### src/logic/nvc_pkg.sv
// package: constants and carrier types for the nonvolatile byte controller
`default_nettype none
package nvc_pkg;
   // direct special function register addresses (sector independent)
   localparam logic [7:0] SFR_INDIRECT_ONE = 8'h02;
   localparam logic [7:0] SFR_PTR_ONE_LOW = 8'h03;
   localparam logic [7:0] SFR_PTR_ONE_HIGH = 8'h04;
   localparam logic [7:0] SFR_INDIRECT_TWO = 8'h05;
   localparam logic [7:0] SFR_PTR_TWO_LOW = 8'h06;
   localparam logic [7:0] SFR_PTR_TWO_HIGH = 8'h07;
   localparam logic [7:0] SFR_BYTE_INDEX = 8'h2a;
   localparam logic [7:0] SFR_BYTE_VALUE = 8'h2b;

   // control register location behind the indirect ports
   localparam logic [7:0] CTRL_SECTOR = 8'h01;
   localparam logic [7:0] CTRL_OFFSET = 8'h40;

   // control register field positions
   localparam int CTRL_READ_TRIG = 0;
   localparam int CTRL_READ_PERMIT = 1;
   localparam int CTRL_PROG_TRIG = 2;
   localparam int CTRL_PROG_PERMIT = 3;

   // reset values
   localparam logic [7:0] RST_BYTE = 8'h00;
   localparam logic [7:0] RST_PTR = 8'h00;

   // array size of the largest variant
   localparam int ARRAY_ADDR_W = 8;

   // programming time of the internal timer
   localparam int CLK_PERIOD_NS = 20;
   localparam int PROG_TIME_NS = 4000;
   localparam int PROG_CYCLES = (PROG_TIME_NS / CLK_PERIOD_NS < 1) ?
                                1 : PROG_TIME_NS / CLK_PERIOD_NS;

   typedef struct packed {
      logic wr;
      logic rd;
      logic [7:0] addr;
      logic [7:0] wdata;
   } nvc_sfr_req_t;

   typedef enum logic [2:0] {
      ST_IDLE = 3'b001,
      ST_READ = 3'b010,
      ST_PROG = 3'b100
   } nvc_state_t;
endpackage
`default_nettype wire

### src/logic/nvc_array.sv
// module: byte-wide nonvolatile array model with registered read data
`default_nettype none
module nvc_array #(
   parameter int ADDR_W = 8
) (
   input wire logic clk,
   input wire logic rst_n,
   input wire logic wr_en,
   input wire logic rd_en,
   input wire logic [ADDR_W-1:0] addr,
   input wire logic [7:0] wdata,
   output logic [7:0] rdata
);
   import nvc_pkg::*;

   typedef struct packed {
      logic [7:0] rdata;
   } nvc_arr_st_t;

   // cell contents are not reset: they must survive a reset
   logic [7:0] cells [0:(1<<ADDR_W)-1];
   nvc_arr_st_t st_ff;
   nvc_arr_st_t nxt_st;

   always_comb begin
      nxt_st = st_ff;
      if (rd_en) begin
         nxt_st.rdata = cells[addr];
      end
   end

   always_ff @(posedge clk) begin
      if (wr_en) begin
         cells[addr] <= wdata;
      end
   end

   always_ff @(posedge clk or negedge rst_n) begin
      if (!rst_n) begin
         st_ff <= '0;
      end else begin
         st_ff <= nxt_st;
      end
   end

   assign rdata = st_ff.rdata;
endmodule
`default_nettype wire

### src/logic/nvc_prog_timer.sv
// module: self-timed programming interval counter
`default_nettype none
module nvc_prog_timer #(
   parameter int CYCLES = 200
) (
   input wire logic clk,
   input wire logic rst_n,
   input wire logic start,
   output logic busy,
   output logic done
);
   import nvc_pkg::*;

   localparam int CNT_W = $clog2(CYCLES + 1);
   localparam logic [CNT_W-1:0] LAST = CNT_W'(CYCLES - 1);

   typedef struct packed {
      logic busy;
      logic [CNT_W-1:0] cnt;
   } nvc_tmr_st_t;

   nvc_tmr_st_t st_ff;
   nvc_tmr_st_t nxt_st;

   // the timer free-runs from start; the core cannot stretch or abort it
   always_comb begin
      nxt_st = st_ff;
      if (st_ff.busy) begin
         if (st_ff.cnt == LAST) begin
            nxt_st.busy = 1'b0;
            nxt_st.cnt = '0;
         end else begin
            nxt_st.cnt = st_ff.cnt + CNT_W'(1);
         end
      end else if (start) begin
         nxt_st.busy = 1'b1;
         nxt_st.cnt = '0;
      end
   end

   always_ff @(posedge clk or negedge rst_n) begin
      if (!rst_n) begin
         st_ff <= '0;
      end else begin
         st_ff <= nxt_st;
      end
   end

   assign busy = st_ff.busy;
   assign done = st_ff.busy && (st_ff.cnt == LAST);
endmodule
`default_nettype wire

### src/logic/nvc_ctrl.sv
// module: data nonvolatile byte access controller seen from the core
`default_nettype none
module nvc_ctrl #(
   parameter int ADDR_W = nvc_pkg::ARRAY_ADDR_W,
   parameter int PROG_CYCLES = nvc_pkg::PROG_CYCLES
) (
   input wire logic clk,
   input wire logic rst_n,
   input wire nvc_pkg::nvc_sfr_req_t sfr_req,
   output logic [7:0] sfr_rdata,
   input wire logic nv_done_flag_clr,
   input wire logic mf_irq_ack,
   input wire logic nv_done_irq_enable,
   output logic nv_done_flag,
   output logic mf_irq_flag,
   output logic nv_irq_req,
   output logic nv_busy
);
   import nvc_pkg::*;

   // mask of implemented index bits for this variant
   // applied on write and again on read, so every variant shares
   // one register body with no special case
   localparam logic [7:0] IDX_MASK = 8'((1 << ADDR_W) - 1);

   typedef struct packed {
      nvc_state_t state;
      logic [7:0] ptr_one_low;
      logic [7:0] ptr_one_high;
      logic [7:0] ptr_two_low;
      logic [7:0] ptr_two_high;
      logic [7:0] byte_index;
      logic [7:0] byte_value;
      logic program_permit;
      logic prog_trig;
      logic read_permit;
      logic read_trig;
      logic [ADDR_W-1:0] cap_index;
      logic [7:0] cap_value;
      logic done_flag;
      logic mf_flag;
      logic [7:0] rdata;
   } nvc_st_t;

   nvc_st_t st_ff;
   nvc_st_t nxt_st;

   logic [1:0][7:0] port_low;
   logic [1:0][7:0] port_high;
   logic [1:0][7:0] port_sfr;
   logic [1:0] port_hit;
   logic [1:0] port_sel;
   logic cycle_free;
   logic ctrl_wr;
   logic ctrl_rd;
   logic [7:0] ctrl_view;
   logic start_prog;
   logic start_read;
   logic arr_rd_en;
   logic arr_wr_en;
   logic [ADDR_W-1:0] arr_addr;
   logic [7:0] arr_rdata;
   logic tmr_busy;
   logic tmr_done;

   // both indirect ports decode alike, so either can reach the control
   // register; a pointer aimed anywhere else sees an empty location
   assign port_low = {st_ff.ptr_two_low, st_ff.ptr_one_low};
   assign port_high = {st_ff.ptr_two_high, st_ff.ptr_one_high};
   assign port_sfr = {SFR_INDIRECT_TWO, SFR_INDIRECT_ONE};

   for (genvar p = 0; p < 2; p++) begin : g_port
      // control register is visible only through a pointer aimed at it
      assign port_hit[p] = (port_high[p] == CTRL_SECTOR) &&
                           (port_low[p] == CTRL_OFFSET);
      assign port_sel[p] = (sfr_req.addr == port_sfr[p]) && port_hit[p];
   end

   // reads decode the port alone; the read strobe qualifies them later
   assign ctrl_rd = |port_sel;
   assign ctrl_wr = sfr_req.wr && ctrl_rd;

   always_comb begin
      ctrl_view = 8'h00;
      ctrl_view[CTRL_PROG_PERMIT] = st_ff.program_permit;
      ctrl_view[CTRL_PROG_TRIG] = st_ff.prog_trig;
      ctrl_view[CTRL_READ_PERMIT] = st_ff.read_permit;
      ctrl_view[CTRL_READ_TRIG] = st_ff.read_trig;
   end

   // a new cycle needs both the sequencer and the timer at rest
   assign cycle_free = (st_ff.state == ST_IDLE) && !tmr_busy;

   // permits are judged on their stored value, so a write that sets a
   // permit and its trigger together starts nothing
   assign start_prog = ctrl_wr && sfr_req.wdata[CTRL_PROG_TRIG] &&
                       st_ff.program_permit &&
                       cycle_free;
   // if both triggers arrive together, programming takes precedence
   assign start_read = ctrl_wr && sfr_req.wdata[CTRL_READ_TRIG] &&
                       st_ff.read_permit &&
                       cycle_free && !start_prog;

   // one byte per access; a read start addresses the array from byte_index, a program uses only captured values
   assign arr_rd_en = start_read;
   assign arr_addr = start_read ? ADDR_W'(st_ff.byte_index) :
                     st_ff.cap_index;
   // the cell changes only on the last timer count, so a reset in
   // mid-cycle leaves the old byte in place
   assign arr_wr_en = (st_ff.state == ST_PROG) && tmr_done;

   always_comb begin
      nxt_st = st_ff;

      // direct registers answer whatever the pointers hold
      if (sfr_req.wr) begin
         unique case (sfr_req.addr)
            SFR_PTR_ONE_LOW: begin
               nxt_st.ptr_one_low = sfr_req.wdata;
            end
            SFR_PTR_ONE_HIGH: begin
               nxt_st.ptr_one_high = sfr_req.wdata;
            end
            SFR_PTR_TWO_LOW: begin
               nxt_st.ptr_two_low = sfr_req.wdata;
            end
            SFR_PTR_TWO_HIGH: begin
               nxt_st.ptr_two_high = sfr_req.wdata;
            end
            SFR_BYTE_INDEX: begin
               nxt_st.byte_index = sfr_req.wdata & IDX_MASK;
            end
            SFR_BYTE_VALUE: begin
               nxt_st.byte_value = sfr_req.wdata;
            end
            default: begin
            end
         endcase
      end

      // permits are plain read/write bits; triggers only set here
      // a permit cleared mid-cycle does not stop a running cycle
      if (ctrl_wr) begin
         nxt_st.program_permit = sfr_req.wdata[CTRL_PROG_PERMIT];
         nxt_st.read_permit = sfr_req.wdata[CTRL_READ_PERMIT];
      end

      // one cycle at a time: triggers are honoured only when idle
      unique case (st_ff.state)
         ST_IDLE: begin
            if (start_prog) begin
               nxt_st.prog_trig = 1'b1;
               nxt_st.cap_index = ADDR_W'(st_ff.byte_index);
               nxt_st.cap_value = st_ff.byte_value;
               nxt_st.state = ST_PROG;
            end else if (start_read) begin
               nxt_st.read_trig = 1'b1;
               nxt_st.cap_index = ADDR_W'(st_ff.byte_index);
               nxt_st.state = ST_READ;
            end
         end
         ST_READ: begin
            // array data registered on the start edge is ready now
            nxt_st.byte_value = arr_rdata;
            nxt_st.read_trig = 1'b0;
            nxt_st.state = ST_IDLE;
         end
         ST_PROG: begin
            // trigger stays set until the last count, for software polls
            if (tmr_done) begin
               nxt_st.prog_trig = 1'b0;
               nxt_st.state = ST_IDLE;
            end
         end
      endcase

      // a set in the same cycle as a clear wins, so no end is lost
      if (nv_done_flag_clr) begin
         nxt_st.done_flag = 1'b0;
      end
      if (mf_irq_ack) begin
         nxt_st.mf_flag = 1'b0;
      end
      if (arr_wr_en) begin
         nxt_st.done_flag = 1'b1;
         nxt_st.mf_flag = 1'b1;
      end

      // read data path is registered: answer one cycle after the request
      nxt_st.rdata = 8'h00;
      if (sfr_req.rd) begin
         if (ctrl_rd) begin
            nxt_st.rdata = ctrl_view;
         end else begin
            unique case (sfr_req.addr)
               SFR_PTR_ONE_LOW: begin
                  nxt_st.rdata = st_ff.ptr_one_low;
               end
               SFR_PTR_ONE_HIGH: begin
                  nxt_st.rdata = st_ff.ptr_one_high;
               end
               SFR_PTR_TWO_LOW: begin
                  nxt_st.rdata = st_ff.ptr_two_low;
               end
               SFR_PTR_TWO_HIGH: begin
                  nxt_st.rdata = st_ff.ptr_two_high;
               end
               SFR_BYTE_INDEX: begin
                  nxt_st.rdata = st_ff.byte_index & IDX_MASK;
               end
               SFR_BYTE_VALUE: begin
                  nxt_st.rdata = st_ff.byte_value;
               end
               default: begin
                  nxt_st.rdata = 8'h00;
               end
            endcase
         end
      end
   end

   // power-on: permits, triggers and pointers all cleared
   // array cells keep their bytes; only the access state is cleared
   always_ff @(posedge clk or negedge rst_n) begin
      if (!rst_n) begin
         st_ff.state <= ST_IDLE;
         st_ff.ptr_one_low <= RST_PTR;
         st_ff.ptr_one_high <= RST_PTR;
         st_ff.ptr_two_low <= RST_PTR;
         st_ff.ptr_two_high <= RST_PTR;
         st_ff.byte_index <= RST_BYTE;
         st_ff.byte_value <= RST_BYTE;
         st_ff.program_permit <= 1'b0;
         st_ff.prog_trig <= 1'b0;
         st_ff.read_permit <= 1'b0;
         st_ff.read_trig <= 1'b0;
         st_ff.cap_index <= '0;
         st_ff.cap_value <= RST_BYTE;
         st_ff.done_flag <= 1'b0;
         st_ff.mf_flag <= 1'b0;
         st_ff.rdata <= RST_BYTE;
      end else begin
         st_ff <= nxt_st;
      end
   end

   nvc_array #(
      .ADDR_W(ADDR_W)
   ) u_array (
      .clk(clk),
      .rst_n(rst_n),
      .wr_en(arr_wr_en),
      .rd_en(arr_rd_en),
      .addr(arr_addr),
      .wdata(st_ff.cap_value),
      .rdata(arr_rdata)
   );

   // self-timed interval; the core clock only counts it out
   nvc_prog_timer #(
      .CYCLES(PROG_CYCLES)
   ) u_timer (
      .clk(clk),
      .rst_n(rst_n),
      .start(start_prog),
      .busy(tmr_busy),
      .done(tmr_done)
   );

   assign sfr_rdata = st_ff.rdata;
   assign nv_done_flag = st_ff.done_flag;
   assign mf_irq_flag = st_ff.mf_flag;
   // servicing the shared flag alone is enough to drop the request
   assign nv_irq_req = st_ff.mf_flag && st_ff.done_flag &&
                       nv_done_irq_enable;
   // lets the power manager hold off idle while a cycle runs
   assign nv_busy = st_ff.read_trig || st_ff.prog_trig || tmr_busy;
endmodule
`default_nettype wire

### config.mk
export PLATFORM = sky130hd
export DESIGN_NAME = nvc_ctrl
export DESIGN_NICKNAME = d
export VERILOG_FILES = /design/src/logic/nvc_pkg.sv /design/src/logic/nvc_array.sv /design/src/logic/nvc_prog_timer.sv /design/src/logic/nvc_ctrl.sv
export SDC_FILE = /design/constraint.sdc
export NUM_CORES = 2
export LEC_CHECK = 0
export ABC_AREA = 1
export BUFFER_PORTS_ARGS = -buffer_cell sky130_fd_sc_hd__buf_2
export CAP_MARGIN = 20
export CORE_ASPECT_RATIO = 0.7
export CORE_MARGIN = 2
export CORE_UTILIZATION = 45
export CTS_CLUSTER_SIZE = 25
export DETAILED_ROUTE_END_ITERATION = 10
export PLACE_DENSITY = 0.56
export SKIP_LAST_GASP = 1
export SYNTH_ARGS = -nofsm -noshare
export SYNTH_HDL_FRONTEND = slang
export SYNTH_HIERARCHICAL = 1
export SYNTH_SLANG_ARGS = --single-unit
### constraint.sdc
create_clock -name clk -period 9.6 [get_ports clk]
set_input_delay 1.44 -clock clk [delete_from_list [all_inputs] [get_ports clk]]
set_output_delay 1.44 -clock clk [all_outputs]
set_load 0.03 [all_outputs]
# Word-level counts from Yosys, hierarchy flattened
# Memories as Yosys holds them, arrays and structs flattened. A register that Yosys moved wholly into a read port is not among the register bits.
# Index checks and enable logic that the tools add are counted.
# W data, S select, Z words.
# word_totals
ff_bits	90
latchBits	0
mem_bits_rw	2048
mem_bits_ro	0
inputBits	23
output_inout_bits	12
memories	1
# memory_table
name	words	width	rd	rd_clocked_by_memory_dff	write_ports	line_no	rtl
u_array.cells	256	8	1	1	1	nvc_array.sv:21	logic [7:0] cells [0:(1<<ADDR_W)-1];
# classes
addsub	1
n_mul	0
n_div	0
order_cmp	0
n_eq_ne	21
n_shift	0
muxes	27
bitwise	0
n_reduce_logical	42
# op_table
op	count
$mux W8	8
$pmux W8 S6	1
$eq A8 B3 Y1 const B	4
$mux W9	3
$reduce_and A2 Y1	9
$logic_and A1 B1 Y1	17
$eq A8 B1 Y1 const B	2
$eq A8 B2 Y1 const B	2
$eq A8 B6 Y1 const B	2
$eq A8 B7 Y1 const B	2
$reduce_bool A2 Y1	8
$mux W3	3
$pmux W3 S3	1
$add A8 B1 Y8 const B	1
$eq A8 B8 Y1 const B	1
$mux W1	8
$ne A2 B2 Y1 const B	4
$reduce_and A3 Y1	2
$pmux W1 S2	2
$eq A3 B1 Y1 const B	1
$eq A3 B2 Y1 const B	1
$eq A3 B3 Y1 const B	1
$logic_not A1 Y1	3
$ne A3 B3 Y1 const B	1
other kinds (3)	4

# Longest topological paths before layout
# logic_depth
depth_word	13
mapped_depth	27

# Modules after synthesis
# Netlist, hierarchy kept.
# modules_own_cells
module	instances	cells_each	area_per_inst_um2	seq_area_each_um2
nvc_array	1	7570	83776.6	61699.2
nvc_ctrl	1	492	4092.7	2028.2
nvc_prog_timer	1	69	526.8	225.2

# Worst setup path after synthesis
# No wires, ideal clock.
# synth_path
kind	input to register
start	in sfr_req[12] (netlist name)
end	mem u_array.cells[51][0], enable pin
setup_time_ps	370
arrival_time_ps	4096
t_required_ps	9230
path_slack_ps	5133
path_stages	17
cell_sequence	nor2_2 -> nand2_4 -> nor2_1 -> nand3_2 -> nand2_4 -> nand4_4 -> buf_6 -> o21ai_2 -> buf_6 -> buf_2 -> buf_2 -> buf_2 -> nand2_1 -> nor2_1 -> nand2_1 -> clkbuf_1 -> nor2_1
# synth_via
elab_chain_cells	10
# synth_rtl
element	line_no	rtl
start: declaration	nvc_ctrl.sv:9	input wire nvc_pkg::nvc_sfr_req_t sfr_req,
$eq A8 B2 Y1 or $eq A8 B3 Y1 (tied branches)	nvc_ctrl.sv:76	assign port_sel[p] = (sfr_req.addr == port_sfr[p]) && port_hit[p];
$logic_and A1 B1 Y1	nvc_ctrl.sv:76	
$reduce_or A2 Y1 *	nvc_ctrl.sv:80	assign ctrl_rd = |port_sel;
$logic_and A1 B1 Y1 *	nvc_ctrl.sv:81	assign ctrl_wr = sfr_req.wr && ctrl_rd;
$logic_and A1 B1 Y1 (2 in a row)	nvc_ctrl.sv:96	assign start_prog = ctrl_wr && sfr_req.wdata[CTRL_PROG_TRIG] &&
$logic_and A1 B1 Y1	nvc_ctrl.sv:97	st_ff.program_permit &&
$logic_not A1 Y1	nvc_ctrl.sv:102	cycle_free && !start_prog;
$logic_and A1 B1 Y1 *	nvc_ctrl.sv:102	
$mux W8 *	nvc_ctrl.sv:106	assign arr_addr = start_read ? ADDR_W'(st_ff.byte_index) :
via arr_addr[1]	nvc_ctrl.sv:61	logic [ADDR_W-1:0] arr_addr;
end: declaration	nvc_array.sv:21	
# Mark *: on every way through the listed nets, which the timed path passes. The rest lies on a longest branch.

# Worst setup path in the final report
# layout_path
start	in sfr_req[12] (netlist name)
end	reg u_array/rdata[1] (netlist name)
# layout_via
elab_chain_cells	10
# layout_rtl
element	line_no
$eq A8 B2 Y1 or $eq A8 B3 Y1 (tied branches)	nvc_ctrl.sv:76
$logic_and A1 B1 Y1	nvc_ctrl.sv:76
$reduce_or A2 Y1 *	nvc_ctrl.sv:80
$logic_and A1 B1 Y1 *	nvc_ctrl.sv:81
$logic_and A1 B1 Y1 (2 in a row)	nvc_ctrl.sv:96
$logic_and A1 B1 Y1	nvc_ctrl.sv:97
$logic_not A1 Y1	nvc_ctrl.sv:102
$logic_and A1 B1 Y1 *	nvc_ctrl.sv:102
$mux W8 *	nvc_ctrl.sv:106
via arr_addr[1]	nvc_ctrl.sv:61
# Marked as above.
# A chain may end at the register's enable or synchronous reset.

==> results.json <==
{
  "status": "finished, final reports clean",
  "gp_congestion": 0.892,
  "multiInputGateArea_um2": 22000,
  "setup_ws_ps": 3220,
  "skew_ps": 35.5,
  "met2_usage_pct": 36.7,
  "max_freq_ghz": 0.157,
  "firstDrtPassIters": 6,
  "grt_usage_pct": 25.6,
  "rows": 136,
  "p_leak_nw": 32.7,
  "cts_buffer_depth": 4,
  "synth_ff_type": "edfxtp_1",
  "yosysWarnings": 6,
  "required_ps": 10370,
  "end_kind": "flop",
  "critical-path-max-stage-delay_ps": 840,
  "place.port_buffers": 34,
  "setup_tns_ps": 0,
  "grt_use_met3_pct": 4.87,
  "ys_seq_area_share_pct": 72.3,
  "slowest_stage": "nor2_4",
  "clkSinkCount": 2146,
  "globalRouteMet1Util_pct": 40.0,
  "areaGrowthSynthToFinish_pct": 10.5,
  "synth_edf_count": 2048,
  "die_h_um": 375,
  "worstMarginPinSlew_ps": 1200,
  "grt_pass1_vias": 55600,
  "avgSynthCellArea_um2": 10.9,
  "setup_viol": 0,
  "powerDensity_nw_per_um2": 187,
  "clk_latency_ps": 850,
  "drcViolationCount": 0,
  "crit_family": "simple AND/OR/NAND/NOR gates",
  "synth_cell_type_count": 40,
  "via_count": 59600,
  "arrival_ps": 7150,
  "root_buffer": "clkbuf_16",
  "final_max_slew_viol_count": 0,
  "cts_buffers": 206,
  "grt_max_degree": 202,
  "rsz0062_at_grt": "false",
  "critical_path_class": "in2reg",
  "synth_seq_cells": 2146,
  "clk_pin_slew_ps": 60,
  "crit_fanout": 108,
  "async_flop_share_pct": 4.57,
  "slew_headroom_pct": 19.7,
  "cp_num_buf_inv": 5,
  "grt_pass1_wl_um": 382000,
  "routed_wl_um": 259000,
  "cpMostUsedCell": "nand2_1",
  "maxCapViolCount": 0,
  "fp.dieW_um": 534,
  "hold_path_class": "reg2reg",
  "finalCriticalPeriod_ps": 6380,
  "die_area_um2": 200000,
  "cts_resized": 0,
  "drive_above_1_share_pct": 6.21,
  "nets": 8075,
  "placed_cell_area_um2": 91000,
  "design_area_um2": 97700,
  "start_util_pct": 45.2,
  "pre_cts_ws_ps": 2540,
  "syn_area_um2": 88400,
  "antenna_found_initial": 11,
  "wl_per_cell_um": 23.9,
  "num-fill-cells": 17500,
  "hpwl_um": 146000,
  "core_area_um2": 196000,
  "max-vdd-ir-drop_v": 0.000155,
  "worstSetupStartpointType": "primary input",
  "drtIter0Drc": 7601,
  "hold_ws_ps": 499,
  "busiest_layer": "met1",
  "mappedNetlistNets": 8155,
  "postCtsSetupRepairBufs": 0,
  "cts_tree": "built",
  "postSynthCellCount": 8131,
  "hold_buffers": 0,
  "htreeDepth": 4,
  "viasPerCell": 5.50,
  "final_hold_viol_count": 0,
  "ant_nets": 0,
  "finalCritPeriodShare_pct": 66.5,
  "overflow": 0,
  "register_area_um2": 64000,
  "io_pins": 35
}
[power breakdown]
part           internal (W)  switching, W
Clock               0.00460       0.00348
Combinational     0.0000132     0.0000409
Sequential           0.0101    0.00000820
[final timing paths]
check / from / endpoint / slack (ps) / depth (start not counted)
setup / recovery: sfr_req[12] / u_array/rdata[1]$_DFFE_PN0P_ / 3220 / 25
hold / removal: st_ff[21]$_DFFE_PN0P_ / st_ff[21]$_DFFE_PN0P_ / 500 / 2
setup reg to reg: st_ff[78]$_DFFE_PN1P_ / u_array/rdata[1]$_DFFE_PN0P_ / 3540 / 23
hold reg to reg: st_ff[21]$_DFFE_PN0P_ / st_ff[21]$_DFFE_PN0P_ / 500 / 2
max in group asynchronous: rst_n / st_ff[16]$_DFFE_PN0P_ / 7650 / 2
min in group asynchronous: rst_n / st_ff[12]$_DFFE_PN0P_ / 550 / 1
[Yosys cell counts, drive strengths merged (2+ instances only)]
master | count | area share (%)
inv | 111 | 0.47
nor3 | 8 | 0.069
a21oi | 81 | 0.47
clkbuf | 145 | 0.62
clkinv | 4 | 0.018
nand2 | 3927 | 17
buf | 293 | 1.7
nand3 | 396 | 2.3
dfrtp | 97 | 2.7
edfxtp | 2048 | 70
nand4 | 159 | 1.1
o211ai | 13 | 0.13
xor2 | 2 | 0.020
nor2 | 670 | 2.9
o21ai | 172 | 1.1
[sequential cells by signal, indices dropped and copies added, names as in the netlist, 4 cells and up]
signal,cells
u_array/rdata,8
sfr_rdata,8
port_low,16
st_ff,35
port_high,16
ctrl_view,4
u_array/cells,2048
u_timer/st_ff,8
[worst register-to-register path: cells and delay by family (launching register included)]
kind                   cells  cell delay, ps
AO/OA/AOI/OAI              1             100
buffers and inverters      5            1870
flip-flops                 1             560
AND/OR/NAND/NOR           17            3510
[per-layer routing]
| layer | wire (µm) | up-vias | part of all wire [%] |
|---|---|---|---|
| met1 | 118000 | 29400 | 46 |
| met5 | 12 | - | 0.0046 |
| met4 | 6510 | 2 | 2.5 |
| met3 | 24800 | 381 | 9.6 |
| li1 | - | 27100 | - |
| met2 | 110000 | 2753 | 42 |
[final cells by class]
type	count	area share (%)
Inverter	115	0.461
Sequential cell	2146	65.5
Multi-Input combinational cell	5432	22.6
Tap cell	2622	3.36
Clock buffer	269	5.70
Clock inverter	104	1.01
Timing Repair Buffer	150	1.41
Antenna cell	2	0.00512
[per-stage QoR]
stage | utilization [%] | std cells | power [W]
3_5_place_dp | 46.5 | 10500 | 0.0104
5_1_grt | 49.9 | 10800 | 0.0187
4_1_cts | 49.8 | 10800 | 0.0184
3_3_place_gp | 46.4 | 10400 | 0.0104
6_report | 49.9 | 10800 | 0.0182
2_1_floorplan | - | 8131 | 0.0103
[cell families (layout without fill, tap and decap cells)]
group | Yosys count | in the layout | share of synthesized area, %
buffers and inverters | 553 | 638 | 2.80
XOR/XNOR | 2 | 2 | 0.0198
AND/OR/NAND/NOR | 5161 | 5161 | 23.2
flip-flops | 2146 | 2146 | 72.3
adder cells (fa/ha/maj) | 1 | 1 | 0.0142
other | 0 | 2 | 0
AO/OA/AOI/OAI | 268 | 268 | 1.67
[placed cells by master, fill, tap and decap left out, types with 5 or more instances in the layout]
master and n:
dfrtp_4 8, clkinv_1 50, bufinv_16 20, a21oi_1 80, buf_4 85, nand4_1 158
nor2_2 11, edfxtp_1 2048, inv_2 10, clkbuf_8 7, o21ai_0 71, clkbuf_16 212
dfrtp_1 89, nand2_1 3917, nor2_4 13, clkbuf_1 51, nand2_2 8, o21ai_2 14
o21ai_1 84, inv_1 98, buf_6 10, buf_2 33, clkinv_2 29, nor3_1 5
buf_12 19, nor2_1 646, o211ai_1 12, nand3_1 391, clkinvlp_4 6
Note: power is estimated with default switching activity, not from simulation.
